**src/shared/synth_pkg.sv**
```systemverilog
// constants and types of the synthesizer configuration logic
// assumes one 50 MHz system clock; pins are sampled, never used as clocks
package synth_pkg;
	localparam int CLK_HZ = 50000000;
	localparam int M_W = 9;
	localparam int N_W = 3;
	localparam int T_W = 2;
	localparam int FRAME_W = 14;
	localparam int FLD_M_LSB = 0;
	localparam int FLD_N_LSB = 9;
	localparam int FLD_T_LSB = 12;
	localparam logic [8:0] M_RST = 9'h0FA;
	localparam logic [2:0] N_RST = 3'h0;
	localparam logic [1:0] T_RST = 2'h0;
	localparam int PREDIV_RATIO = 16;
	localparam int PREDIV_W = 3;
	localparam logic [2:0] PREDIV_LAST = 3'(PREDIV_RATIO / 2 - 1);
	// the system clock stands in for a quarter of a vco period
	localparam int TICKS_PER_VCO = 4;
	localparam int FB_W = 10;
	localparam int HALF_W = 5;
	// half periods in ticks per code: 0.5,0.75,1,1.5,2,3,4,6 vco periods
	localparam logic [7:0][4:0] HALF_TICKS = {5'h18, 5'h10, 5'h0C,
		5'h08, 5'h06, 5'h04, 5'h03, 5'h02};
	localparam int PIN_SCLK = 0;
	localparam int PIN_SDATA = 1;
	localparam int PIN_SLOAD = 2;
	localparam int PIN_PLOAD = 3;
	localparam int PIN_MR = 4;
	localparam int PIN_REFSEL = 5;
	localparam int PIN_BYPASS = 6;
	localparam int PIN_XTAL = 7;
	localparam int PIN_ALTREF = 8;
	localparam int PIN_M_LSB = 9;
	localparam int PIN_N_LSB = 18;
	localparam int PIN_CNT = 21;
	localparam int ADDR_W = 12;
	localparam logic [11:0] CTRL_ADDR = 12'h000;
	localparam logic [11:0] STATUS_ADDR = 12'h004;
	localparam logic [11:0] SHIFT_ADDR = 12'h008;
	localparam int CTRL_SOFT_RST_BIT = 0;
	localparam int ST_M_LSB = 0;
	localparam int ST_N_LSB = 9;
	localparam int ST_T_LSB = 12;
	localparam int ST_MODE_BIT = 16;
	localparam int ST_RUN_BIT = 17;
	localparam int ST_PLL_BIT = 18;
	localparam int ST_REF_BIT = 19;
	typedef enum logic [1:0] {
		MON_LOW = 2'b00,
		MON_SDATA = 2'b01,
		MON_FB = 2'b10,
		MON_CLK = 2'b11
	} monitor_sel_type;
	typedef enum logic {
		MODE_PARALLEL = 1'b0,
		MODE_SERIAL = 1'b1
	} load_mode_type;
endpackage : synth_pkg

```
**src/shared/div_if.sv**
```systemverilog
// carrier between the configuration logic and the output divider
// assumes both ends sit in the system clock domain
interface div_if;
	logic tick;
	logic hold;
	logic [2:0] code;
	logic out;
	modport ctl(output tick, output hold, output code, input out);
	modport div(input tick, input hold, input code, output out);
endinterface : div_if

```
**src/rtl/synth_cfg_top.sv**
```systemverilog
// configuration and clock control of a pll frequency synthesizer
// assumes the configuration pins are asynchronous to I_CLOCK and the apb pins are not; the analog pll is outside
// and I_CLOCK stands in for four ticks of one vco period

module synth_cfg_top (
	input wire logic I_CLOCK, // system clock, 50 MHz
	input wire logic I_RST, // asynchronous reset, active high
	input wire logic I_MASTER_RESET_IN, // divider reset pin
	input wire logic I_PARALLEL_LOAD_STROBE_N, // parallel load strobe
	input wire logic I_SERIAL_CLOCK, // serial shift clock pin
	input wire logic I_SERIAL_DATA, // serial data pin
	input wire logic I_SERIAL_LOAD, // serial load strobe pin
	input wire logic [8:0] I_FEEDBACK_DIVIDE_BITS, // parallel feedback
	input wire logic [2:0] I_OUTPUT_DIVIDE_CODE, // parallel out code
	input wire logic I_REFERENCE_SOURCE_SELECT, // 1 crystal, 0 alt
	input wire logic I_PLL_BYPASS_SELECT, // 1 pll, 0 bypass
	input wire logic I_CRYSTAL_OSC_INPUT, // crystal oscillator input
	input wire logic I_ALT_REF_CLOCK, // alternate reference clock
	output logic O_CRYSTAL_OSC_OUTPUT, // oscillator feedback drive
	output logic [1:0] O_CLOCK_OUT_TRUE, // true clock outputs
	output logic [1:0] O_CLOCK_OUT_COMPLEMENT, // complement outputs
	output logic O_MONITOR, // monitor output
	output logic O_PFD_REF, // divided reference to phase detector
	output logic O_FB_DIV_OUT, // feedback divider to phase detector
	input wire logic I_PSEL, // apb select
	input wire logic I_PENABLE, // apb enable
	input wire logic I_PWRITE, // apb direction
	input wire logic [11:0] I_PADDR, // apb byte address
	input wire logic [31:0] I_PWDATA, // apb write data
	output logic [31:0] O_PRDATA, // apb read data
	output logic O_PREADY, // apb ready
	output logic O_PSLVERR // apb error
);
	logic [synth_pkg::PIN_CNT-1:0] pin_raw;
	logic [synth_pkg::PIN_CNT-1:0] s1_r;
	logic [synth_pkg::PIN_CNT-1:0] s2_r;
	logic [synth_pkg::PIN_CNT-1:0] s3_r;
	logic [synth_pkg::PIN_CNT-1:0] filt_r;
	logic [synth_pkg::PIN_CNT-1:0] prev_r;
	logic [synth_pkg::PIN_CNT-1:0] rise;
	logic [synth_pkg::PIN_CNT-1:0] fall;
	logic sclk;
	logic sdata;
	logic sload;
	logic sclk_rise;
	logic sload_rise;
	logic sload_fall;
	logic pload_rise;
	logic [8:0] pin_m;
	logic [2:0] pin_n;
	synth_pkg::load_mode_type mode;
	logic [13:0] shift_r;
	logic [13:0] shift_in;
	logic [8:0] m_r;
	logic [2:0] n_r;
	logic [1:0] t_r;
	logic [8:0] m_eff;
	logic [2:0] n_eff;
	logic soft_rst_r;
	logic hold;
	logic ref_lvl;
	logic ref_rise;
	logic ref_edge;
	logic pll_mode;
	logic [2:0] pre_cnt_r;
	logic pfd_r;
	logic [9:0] fb_cnt_r;
	logic [9:0] fb_cnt_nxt;
	logic [9:0] fb_half;
	logic fb_r;
	logic mon_nxt;
	logic mon_r;
	logic [1:0] true_r;
	logic [1:0] comp_r;
	logic crystal_osc_output_r;
	logic apb_setup;
	logic apb_access;
	logic addr_ok;
	logic [31:0] rd_nxt;
	logic [31:0] prdata_r;
	div_if dv();

	assign pin_raw = {I_OUTPUT_DIVIDE_CODE, I_FEEDBACK_DIVIDE_BITS,
		I_ALT_REF_CLOCK, I_CRYSTAL_OSC_INPUT, I_PLL_BYPASS_SELECT,
		I_REFERENCE_SOURCE_SELECT, I_MASTER_RESET_IN,
		I_PARALLEL_LOAD_STROBE_N, I_SERIAL_LOAD, I_SERIAL_DATA,
		I_SERIAL_CLOCK};

	// three-stage sampler per pin; a level counts once stages two and
	// three agree, which also rejects a single-cycle glitch
	generate
		for (genvar i = 0; i < synth_pkg::PIN_CNT; i++) begin : g_pin
			always_ff @(posedge I_CLOCK or posedge I_RST) begin
				if (I_RST) begin
					s1_r[i] <= 1'b0;
					s2_r[i] <= 1'b0;
					s3_r[i] <= 1'b0;
					filt_r[i] <= 1'b0;
					prev_r[i] <= 1'b0;
				end else begin
					s1_r[i] <= pin_raw[i];
					s2_r[i] <= s1_r[i];
					s3_r[i] <= s2_r[i];
					if (s2_r[i] == s3_r[i]) begin
						filt_r[i] <= s3_r[i];
					end
					prev_r[i] <= filt_r[i];
				end
			end
			assign rise[i] = filt_r[i] & ~prev_r[i];
			assign fall[i] = ~filt_r[i] & prev_r[i];
		end
	endgenerate

	assign sclk = filt_r[synth_pkg::PIN_SCLK];
	assign sdata = filt_r[synth_pkg::PIN_SDATA];
	assign sload = filt_r[synth_pkg::PIN_SLOAD];
	assign sclk_rise = rise[synth_pkg::PIN_SCLK];
	assign sload_rise = rise[synth_pkg::PIN_SLOAD];
	assign sload_fall = fall[synth_pkg::PIN_SLOAD];
	assign pload_rise = rise[synth_pkg::PIN_PLOAD];
	assign pin_m = filt_r[synth_pkg::PIN_M_LSB +: synth_pkg::M_W];
	assign pin_n = filt_r[synth_pkg::PIN_N_LSB +: synth_pkg::N_W];
	assign mode = filt_r[synth_pkg::PIN_PLOAD] ?
		synth_pkg::MODE_SERIAL : synth_pkg::MODE_PARALLEL;

	// first bit in ends at the top, so the frame lands msb first
	assign shift_in = {shift_r[synth_pkg::FRAME_W-2:0], sdata};

	// shift register moves only on serial clock, never on parallel pins
	always_ff @(posedge I_CLOCK or posedge I_RST) begin
		if (I_RST) begin
			shift_r <= 14'h0000;
		end else if (mode == synth_pkg::MODE_SERIAL && sclk_rise) begin
			shift_r <= shift_in;
		end
	end

	// loaded values; master reset is deliberately absent here
	always_ff @(posedge I_CLOCK or posedge I_RST) begin
		if (I_RST) begin
			m_r <= synth_pkg::M_RST;
			n_r <= synth_pkg::N_RST;
			t_r <= synth_pkg::T_RST;
		end else if (pload_rise && !sload) begin
			m_r <= pin_m;
			n_r <= pin_n;
		end else if (mode == synth_pkg::MODE_SERIAL) begin
			if (sload_rise && !sclk) begin
				m_r <= shift_r[synth_pkg::FLD_M_LSB +: synth_pkg::M_W];
				n_r <= shift_r[synth_pkg::FLD_N_LSB +: synth_pkg::N_W];
				t_r <= shift_r[synth_pkg::FLD_T_LSB +: synth_pkg::T_W];
			end else if (sload && sclk_rise) begin
				m_r <= shift_in[synth_pkg::FLD_M_LSB +: synth_pkg::M_W];
				n_r <= shift_in[synth_pkg::FLD_N_LSB +: synth_pkg::N_W];
				t_r <= shift_in[synth_pkg::FLD_T_LSB +: synth_pkg::T_W];
			end
			// a falling serial strobe simply leaves the values held
		end
	end

	// parallel mode passes the pins straight to the dividers
	assign m_eff = (mode == synth_pkg::MODE_PARALLEL) ? pin_m : m_r;
	assign n_eff = (mode == synth_pkg::MODE_PARALLEL) ? pin_n : n_r;

	// pin reset or software reset; both stop dividers only
	assign hold = filt_r[synth_pkg::PIN_MR] | soft_rst_r;

	// reference choice
	assign ref_lvl = filt_r[synth_pkg::PIN_REFSEL] ?
		filt_r[synth_pkg::PIN_XTAL] : filt_r[synth_pkg::PIN_ALTREF];
	assign ref_rise = filt_r[synth_pkg::PIN_REFSEL] ?
		rise[synth_pkg::PIN_XTAL] : rise[synth_pkg::PIN_ALTREF];
	assign ref_edge = ref_rise | (filt_r[synth_pkg::PIN_REFSEL] ?
		fall[synth_pkg::PIN_XTAL] : fall[synth_pkg::PIN_ALTREF]);
	assign pll_mode = filt_r[synth_pkg::PIN_BYPASS];

	// divide by 16 ahead of the phase detector
	always_ff @(posedge I_CLOCK or posedge I_RST) begin
		if (I_RST) begin
			pre_cnt_r <= 3'h0;
			pfd_r <= 1'b0;
		end else if (hold) begin
			pre_cnt_r <= 3'h0;
			pfd_r <= 1'b0;
		end else if (ref_rise) begin
			if (pre_cnt_r == synth_pkg::PREDIV_LAST) begin
				pre_cnt_r <= 3'h0;
				pfd_r <= ~pfd_r;
			end else begin
				pre_cnt_r <= pre_cnt_r + 3'h1;
			end
		end
	end

	// feedback divider: ratio is the plain binary value
	// half period of m vco periods is m*4/2 ticks
	assign fb_half = {m_eff, 1'b0};
	assign fb_cnt_nxt = fb_cnt_r + 10'h001;

	always_ff @(posedge I_CLOCK or posedge I_RST) begin
		if (I_RST) begin
			fb_cnt_r <= 10'h000;
			fb_r <= 1'b0;
		end else if (hold) begin
			fb_cnt_r <= 10'h000;
			fb_r <= 1'b0;
		end else if (fb_cnt_nxt >= fb_half) begin
			fb_cnt_r <= 10'h000;
			fb_r <= ~fb_r;
		end else begin
			fb_cnt_r <= fb_cnt_nxt;
		end
	end

	// pll mode ticks every clock; bypass ticks on reference edges
	assign dv.tick = pll_mode ? 1'b1 : ref_edge;
	assign dv.hold = hold;
	assign dv.code = n_eff;

	out_divider u_out_div (
		.i_clk(I_CLOCK),
		.i_rst(I_RST),
		.d(dv.div)
	);

	// registered differential pairs forced apart during reset
	always_ff @(posedge I_CLOCK or posedge I_RST) begin
		if (I_RST) begin
			true_r <= 2'h0;
			comp_r <= 2'h3;
		end else if (hold) begin
			true_r <= 2'h0;
			comp_r <= 2'h3;
		end else begin
			true_r <= {2{dv.out}};
			comp_r <= {2{~dv.out}};
		end
	end

	// monitor selection; parallel mode always drives low
	always_comb begin
		case (synth_pkg::monitor_sel_type'(t_r))
			synth_pkg::MON_LOW: mon_nxt = 1'b0;
			synth_pkg::MON_SDATA: mon_nxt = sdata;
			synth_pkg::MON_FB: mon_nxt = fb_r;
			synth_pkg::MON_CLK: mon_nxt = dv.out;
			default: mon_nxt = 1'b0;
		endcase
		if (mode == synth_pkg::MODE_PARALLEL) begin
			mon_nxt = 1'b0;
		end
	end

	always_ff @(posedge I_CLOCK or posedge I_RST) begin
		if (I_RST) begin
			mon_r <= 1'b0;
		end else begin
			mon_r <= mon_nxt;
		end
	end

	// inverting oscillator drive; only a logic model of the amplifier
	always_ff @(posedge I_CLOCK or posedge I_RST) begin
		if (I_RST) begin
			crystal_osc_output_r <= 1'b0;
		end else begin
			crystal_osc_output_r <= ~filt_r[synth_pkg::PIN_XTAL];
		end
	end

	// apb slave: zero wait states; read data captured in the setup cycle
	assign apb_setup = I_PSEL & ~I_PENABLE;
	assign apb_access = I_PSEL & I_PENABLE;
	assign addr_ok = (I_PADDR == synth_pkg::CTRL_ADDR) |
		(I_PADDR == synth_pkg::STATUS_ADDR) |
		(I_PADDR == synth_pkg::SHIFT_ADDR);

	always_comb begin
		rd_nxt = 32'h00000000;
		case (I_PADDR)
			synth_pkg::CTRL_ADDR: begin
				rd_nxt[synth_pkg::CTRL_SOFT_RST_BIT] = soft_rst_r;
			end
			synth_pkg::STATUS_ADDR: begin
				rd_nxt[synth_pkg::ST_M_LSB +: synth_pkg::M_W] = m_eff;
				rd_nxt[synth_pkg::ST_N_LSB +: synth_pkg::N_W] = n_eff;
				rd_nxt[synth_pkg::ST_T_LSB +: synth_pkg::T_W] = t_r;
				rd_nxt[synth_pkg::ST_MODE_BIT] = mode;
				rd_nxt[synth_pkg::ST_RUN_BIT] = ~hold;
				rd_nxt[synth_pkg::ST_PLL_BIT] = pll_mode;
				rd_nxt[synth_pkg::ST_REF_BIT] = ref_lvl;
			end
			synth_pkg::SHIFT_ADDR: begin
				rd_nxt[synth_pkg::FRAME_W-1:0] = shift_r;
			end
			default: rd_nxt = 32'h00000000;
		endcase
	end

	always_ff @(posedge I_CLOCK or posedge I_RST) begin
		if (I_RST) begin
			prdata_r <= 32'h00000000;
		end else if (apb_setup) begin
			prdata_r <= rd_nxt;
		end
	end

	// software reset of the dividers; loaded values are untouched
	always_ff @(posedge I_CLOCK or posedge I_RST) begin
		if (I_RST) begin
			soft_rst_r <= 1'b0;
		end else if (apb_access && I_PWRITE &&
			I_PADDR == synth_pkg::CTRL_ADDR) begin
			soft_rst_r <= I_PWDATA[synth_pkg::CTRL_SOFT_RST_BIT];
		end
	end

	assign O_PRDATA = prdata_r;
	assign O_PREADY = 1'b1;
	assign O_PSLVERR = apb_access & ~addr_ok;
	assign O_CLOCK_OUT_TRUE = true_r;
	assign O_CLOCK_OUT_COMPLEMENT = comp_r;
	assign O_MONITOR = mon_r;
	assign O_PFD_REF = pfd_r;
	assign O_FB_DIV_OUT = fb_r;
	assign O_CRYSTAL_OSC_OUTPUT = crystal_osc_output_r;
endmodule : synth_cfg_top

```
**src/rtl/out_divider.sv**
```systemverilog
// output divider: 50% duty square wave from a tick stream
// assumes tick, hold and code come from the system clock domain
module out_divider (
	input wire logic i_clk, // system clock
	input wire logic i_rst, // asynchronous reset, active high
	div_if.div d // tick, ratio code, hold and divided output
);
	logic [4:0] cnt_r;
	logic [4:0] cnt_nxt;
	logic [4:0] half;
	logic out_r;

	assign half = synth_pkg::HALF_TICKS[d.code];
	assign cnt_nxt = cnt_r + 5'h01;
	assign d.out = out_r;

	// counting half periods in ticks keeps ratio 1.5 at 50% duty
	always_ff @(posedge i_clk or posedge i_rst) begin
		if (i_rst) begin
			cnt_r <= 5'h00;
			out_r <= 1'b0;
		end else if (d.hold) begin
			cnt_r <= 5'h00;
			out_r <= 1'b0;
		end else if (d.tick) begin
			// >= so a code change mid-count cannot strand the counter
			if (cnt_nxt >= half) begin
				cnt_r <= 5'h00;
				out_r <= ~out_r;
			end else begin
				cnt_r <= cnt_nxt;
			end
		end
	end
endmodule : out_divider

```
**config.mk**
```make
export PLATFORM = sky130hd
export DESIGN_NAME = synth_cfg_top
export DESIGN_NICKNAME = d
export VERILOG_FILES = /design/src/shared/synth_pkg.sv /design/src/shared/div_if.sv /design/src/rtl/synth_cfg_top.sv /design/src/rtl/out_divider.sv
export SDC_FILE = /design/constraint.sdc
export NUM_CORES = 1
export LEC_CHECK = 0
export BUFFER_PORTS_ARGS = -buffer_cell sky130_fd_sc_hd__buf_2
export CELL_PAD_IN_SITES_DETAIL_PLACEMENT = 0
export CELL_PAD_IN_SITES_GLOBAL_PLACEMENT = 1
export CORE_MARGIN = 4
export CORE_UTILIZATION = 35
export CTS_BUF_LIST = sky130_fd_sc_hd__clkbuf_16
export CTS_CLUSTER_DIAMETER = 120
export CTS_CLUSTER_SIZE = 14
export DETAILED_ROUTE_END_ITERATION = 8
export PLACE_DENSITY = 0.64
export SLEW_MARGIN = 10
export SYNTH_ARGS = -nofsm -noshare
export SYNTH_HDL_FRONTEND = slang
export SYNTH_SLANG_ARGS = --single-unit
```
**constraint.sdc**
```tcl
create_clock -name I_CLOCK -period 5.2 [get_ports I_CLOCK]
set_input_delay 1.04 -clock I_CLOCK [delete_from_list [all_inputs] [get_ports I_CLOCK]]
set_output_delay 1.04 -clock I_CLOCK [all_outputs]
set_load 0.03 [all_outputs]
```
## Word level (Yosys, flattened, before mapping)

Memories as Yosys holds them, arrays and structs flattened.
Cells that the tools add are included.

- Bits in latches: 0
- Bits in writable memories: 0
- Word-level logic and storage cells: 230
- Register bits after elaboration: 163
- Memories: 1
- Bits of input ports: 70
- Memory bits (read-only): 40
- Output and inout bits: 42

Memory list:

| memory | depth | width | read ports | clocked after Yosys merged registers in | wr ports | line | source |
|---|---|---|---|---|---|---|---|
| (no name shown) | 8 | 5 | 1 | 0 | 0 | out_divider.sv:13 | `assign half = synth_pkg::HALF_TICKS[d.code];` |

- Divide/modulo/power cells: 0
- Multiply operators: 0
- Equality and inequality tests: 27
- Multiplexer cells: 41
- Reductions and logical operators: 22
- Shift operators: 0
- Bitwise operators: 28
- Order comparisons: 3
- $add $sub $neg: 3

Operators with widths:

| operator | count |
|---|---|
| $mux W9 | 5 |
| $pmux W13 S2 | 1 |
| $mux W3 | 8 |
| $eq A1 B1 Y1 | 21 |
| $mux W10 | 2 |
| $mux W5 | 4 |
| $mux W1 | 14 |
| $not A1 Y1 | 14 |
| $reduce_bool A2 Y1 | 7 |
| $eq A12 B3 Y1 const B | 1 |
| $eq A12 B4 Y1 const B | 1 |
| $logic_not A12 Y1 | 1 |
| $add A10 B1 Y10 const B | 1 |
| $and A1 B1 Y1 | 10 |
| $ge A10 B10 Y1 | 1 |
| $mux W2 | 4 |
| $logic_and A1 B1 Y1 | 6 |
| $reduce_and A2 Y1 | 3 |
| $add A5 B1 Y5 const B | 1 |
| $ge A5 B5 Y1 | 1 |
| $eq A2 B2 Y1 const B | 2 |
| $lt A3 B4 Y1 const B | 1 |
| $mux W4 | 1 |
| $or A1 B1 Y1 | 4 |
| other kinds (9) | 10 |

## Depth between registers and ports, before layout

- Depth in word-level cells: 8
- Mapped depth: 10
- Depth with buffers taken out: 10

## Cells and area by module

A second synthesis with hierarchy kept.

- Cell total of the unflattened synthesis: 501
- Area, all modules: 6,558.8 um^2

Modules (own cells, without submodules):

| module | times used | cells each | area each (um^2) | seq. area each (um^2) |
|---|---|---|---|---|
| synth_cfg_top | 1 | 441 | 6,020.8 | 3,887.5 |
| out_divider | 1 | 60 | 538.0 | 150.1 |

## Least setup slack after synthesis

Ideal clock, no wire load.

- Path kind: input port to output port
- Start point: in I_PADDR[9]
- End point: out O_PSLVERR
- Arrival time: 1.767 ns
- Buffers on the path: 0
- Data required time: 4.160 ns
- Stages on the path: 4
- Setup slack: 2.393 ns
- Path through: nor4_2 -> nand3_2 -> a21oi_1 -> nor2_1

- Cells in the longest elaborated chain, start to end: 5

Ends and longest elaborated chain:

| element | line | source |
|---|---|---|
| start: declaration | synth_cfg_top.sv:28 | `input wire logic [11:0] I_PADDR,` |
| $eq A12 B3 Y1 / $logic_not A12 Y1 (equally long branches) | synth_cfg_top.sv:276, synth_cfg_top.sv:275 |  |
| $or A1 B1 Y1 | synth_cfg_top.sv:275 | `assign addr_ok = (I_PADDR == synth_pkg::CTRL_ADDR) \|` |
| $or A1 B1 Y1 (*) | synth_cfg_top.sv:276 | `(I_PADDR == synth_pkg::STATUS_ADDR) \|` |
| $not A1 Y1 (*) | synth_cfg_top.sv:321 | `assign O_PSLVERR = apb_access & ~addr_ok;` |
| $and A1 B1 Y1 (*) | synth_cfg_top.sv:321 |  |
| end: declaration | synth_cfg_top.sv:32 | `output logic O_PSLVERR` |

Every way passes the cells marked *; elsewhere a longest branch is shown, timed or not.

## Worst setup path after layout

- Start point: reg filt_r[3] (netlist bit)
- End point: reg u_out_div.cnt_r[0]

- Cells in the longest elaborated chain, start to end: 8

Ends and longest elaborated chain:

| element | line | source |
|---|---|---|
| start: declaration | synth_cfg_top.sv:38 | `logic [synth_pkg::PIN_CNT-1:0] filt_r;` |
| start signal: indexed assignment | synth_cfg_top.sv:105 | `filt_r[i] <= s3_r[i];` |
| $mux W1 | synth_cfg_top.sv:124 | `assign mode = filt_r[synth_pkg::PIN_PLOAD] ?` |
| $mux W3 | synth_cfg_top.sv:164 | `assign n_eff = (mode == synth_pkg::MODE_PARALLEL) ? pin_n : n_r;` |
| $mem_v2 Z8 W5 | -- |  |
| $mux W5 (not written as such) | out_divider.sv:13 |  |
| $ge A5 B5 Y1 | out_divider.sv:27 | `if (cnt_nxt >= half) begin` |
| $mux W5 | out_divider.sv:27 |  |
| $mux W5 | out_divider.sv:25 | `end else if (d.tick) begin` |
| $mux W5 | out_divider.sv:22 | `end else if (d.hold) begin` |
| end signal: assignment | out_divider.sv:31 | `cnt_r <= cnt_nxt;` |
| end: declaration | out_divider.sv:8 | `logic [4:0] cnt_r;` |

Every way passes these cells. The select of a mux whose other input is x is not followed.
A chain may end at the register's enable or synchronous reset.

==> results.md <==
- CTS root buf: clkbuf_16
- DP Worst Slack: between 1500 and 2000 ps
- Num rows: 49
- Worst Setup Start Kind: register
- Diodes inserted: 0
- Unrepaired setup endpoints after global routing: no
- Sequential cell area fraction in the yosys report: 0.6334
- Synth top area cells: dfrtp_1 (60%), mux2i_1 (4.6%), ha_1 (3.5%), mux2_2 (3.5%), maj3_1 (3.3%)
- Endpoint class of the critical path: register
- Final Max Slew Viols: 0
- CTS Hold Bufs: 0
- CP required: 5550 ps
- Worst-margin pin slew: between 1000 and 1500 ps
- DRC: 0
- Final setup margin: around 1800 ps
- Clk pin slew, worst setup/hold paths: about 60 ps
- Layout Cells excl Fill: just under 800
- Post-CTS setup buffers: 0
- Initial DRC Count: about 120
- Synth unique cells: 51
- Pwr per Cell Area: just over 400 mW/mm^2
- Chip height: ~140 um
- Outcome: completed
- Fraction of layout cells with a size suffix above 1: 0.2355
- Switch share: 0.2715
- Post-route cell area: between 0.007 and 0.008 sq mm
- Pint: between 0.002 and 0.0025 W
- Sequential power share: 0.495
- Max Clk Rate: 295.5 MHz
- Ys flop type: dfrtp_1
- Synthesized area: 0.006375 sq mm
- Gate power share: 0.137
- Core area: 0.01796 sq mm
- Hold path cells: 0
- Number of hold violations in the final report: 0
- First-pass GRT wire length: 19,500 um
- Nets: ~630
- DR vias/cell: roughly 4.8
- Tcrit/Tclk final: 0.6508
- Routability cong.: 0.7797
- Antenna-violating nets left: 0
- Setup TNS: 0 ps
- Worst clock skew: ~8.7 ps
- R2r setup slk: 1820 ps
- Seq cells post-synth: 161
- Worst r2r dst: u_out_div.cnt_r[0]
- Number of CTS-inserted buffers: 17
- Vias: 3,714
- Yosys warnings: 0
- Initial core utilization: 0.3549
- Average size of a mapped cell: 13.59 sq um
- IO Count: 112
- Cell Area, Placed: just under 0.007 sq mm
- Max clock buf depth: 2
- Final Critical Period: around 3400 ps
- Crit path kind: register to register
- Reg2reg start: filt_r[3]
- Post-synth EDFFs: 0
- CTS tree: done
- Max-Cap Viols: 0
- Worst slew margin: 0.2400
- Vias in the first global route: around 3,800
- R2R depth: 9
- H-tree depth: 4
- Worst Hold Launch: s1_r[0]
- Initial antenna violation count: 0
- Cells after synthesis: around 470
- P_leak: around 3.6 nW
- Post-cts sizing count: 0
- Total grt overflow: 0
- Clk pwr share: 0.368
- Worst vdd ir: approximately 0.00026 V
- Final wirelength: ~12,000 um
- Hold_ws: roughly 350 ps
- Sw power: just over 0.0008 W
- P&R area growth vs syn: 15.68%
- Min-Delay Path Class: register to register
- Die Area: roughly 0.02 sq mm
- Top-area cell type share of the netlist area: 0.6045
- Insertion delay to the later sink of the worst-skew pair: ~420 ps
- Cell taking the most area after synthesis: dfrtp_1
- Clk sink count: about 160
- IO Port Bufs: 65
- CP Max Fanout: 21
- Hpwl dp: about 8000 um
- GRT Total Usage: 0.1242
- Final setup violation count: 0
- First-pass iteration count of the detailed router: 4
- Pin count of the biggest net entering global routing: 162
- Async S/R FF share, synth: 1.000
- Worst EP arrival: between 3000 and 4000 ps
- Die Span X: between 100 and 150 um
- DR WL/cell: between 15 and 20 um
- Endpoint of the worst hold path: s2_r[0]
- Placed cell count: 749
[state kept, by name (all words and copies together), names as in the netlist, 2 cells and up]
signal and count:
O_PRDATA 18, fb_cnt_r 10, filt_r 17, m_r 9
n_r 3, pre_cnt_r 3, prev_r 5, s1_r 21
s2_r 21, s3_r 21, shift_r 14, t_r 2
u_out_div.cnt_r 5
[synthesized netlist by cell type, drive strengths merged (3+ instances only)]
cell / instances
a21boi: 3
a21oi: 5
a22o: 6
a22oi: 24
and3: 11
buf: 26
clkbuf: 3
dfrtp: 154
dfstp: 7
ha: 18
inv: 7
maj3: 21
mux2: 20
mux2i: 29
nand2: 28
nand3: 8
nor2: 17
nor2b: 4
nor3: 3
nor4: 4
o21ai: 31
xnor2: 7
xor2: 8
[power by group through the flow]
stage               sequential [W]  clock (W)  combinational [W]
CTS                        0.00151    0.00116           0.000427
global route               0.00153    0.00121           0.000483
finish                     0.00151    0.00112           0.000420
global placement           0.00153          0           0.000412
detailed placement         0.00154          0           0.000424
floorplan                  0.00151          0           0.000337
[layout make-up]
cell class              count  area, sq um
inverters                   7        30.03
multi-input cells         285         2137
clock buffers              17        425.4
flip-flops and latches    161         4038
clock inverters            15        105.1
well taps                 229        286.5
repair buffers             67        352.8
fillers                  1732        10590
[through the flow]
step                        util  power (W)
after floorplan                -   0.001845
after global placement    0.3810   0.001944
after detailed placement  0.3810   0.001960
after CTS                 0.4105   0.003103
after global routing      0.4105   0.003228
final                     0.4105   0.003058
[placed cells by master (no fill, tap or decap), drive strengths merged, types with 2 or more instances in the layout]
cell and n:
a21oi 5, o21ai 31, dfrtp 154, inv 10, mux2 20, a21boi 3
a31oi 2, and3 11, a21o 2, mux2i 29, clkinv 8, and2 2
a22oi 24, clkbuf 17, nor4 4, a22o 6, nor3 3, maj3 21
dfstp 7, nor2 17, nand3 8, xnor2 7, nand3b 2, ha 18
conb 15, xor2 8, clkinvlp 3, nand2 28, buf 67, nor2b 4
a211oi 2
[how the worst max path moves through the flow]
stage	start	end	slack, ps	cells after the start
final	filt_r[3]	u_out_div.cnt_r[0]	1820	9
after global routing	filt_r[3]	u_out_div.cnt_r[0]	1470	9
after CTS	filt_r[3]	u_out_div.cnt_r[0]	1770	9
after detailed placement	filt_r[3]	u_out_div.cnt_r[0]	1810	9
after global placement	filt_r[3]	u_out_div.cnt_r[0]	1890	9
after floorplan	I_RST	O_CLOCK_OUT_TRUE[0]	2120	1
[worst max-delay path, stage by stage (launching register included)]
cell	delay, ps
dfrtp_1	960
mux2_2	470
nor3_1	140
a21oi_1	60
ha_1	300
a21oi_1	140
o21ai_0	100
a31oi_1	370
nor3b_1	510
mux2_2	250
[per-layer routing]
layer | GRT usage | routed length, um
met4 | 0.04452 | 171
met3 | 0.04354 | 487
met5 | 0 | 0
met1 | 0.1625 | 5597
met2 | 0.1921 | 5667
[kinds of logic (layout without fill, tap and decap cells)]
| kind of cell | after synthesis | in the layout | share of synthesized area |
|---|---|---|---|
| adder cells (fa/ha/maj) | 39 | 39 | 0.06830 |
| buffers and inverters | 36 | 106 | 0.03906 |
| AND/OR/NAND/NOR | 88 | 88 | 0.07497 |
| multiplexers | 49 | 49 | 0.08086 |
| XOR/XNOR | 15 | 15 | 0.02061 |
| AO/OA/AOI/OAI | 79 | 79 | 0.08165 |
| flip-flops | 161 | 161 | 0.6334 |
| other | 2 | 15 | 0.001178 |
Power figures use the tool's default switching activity.
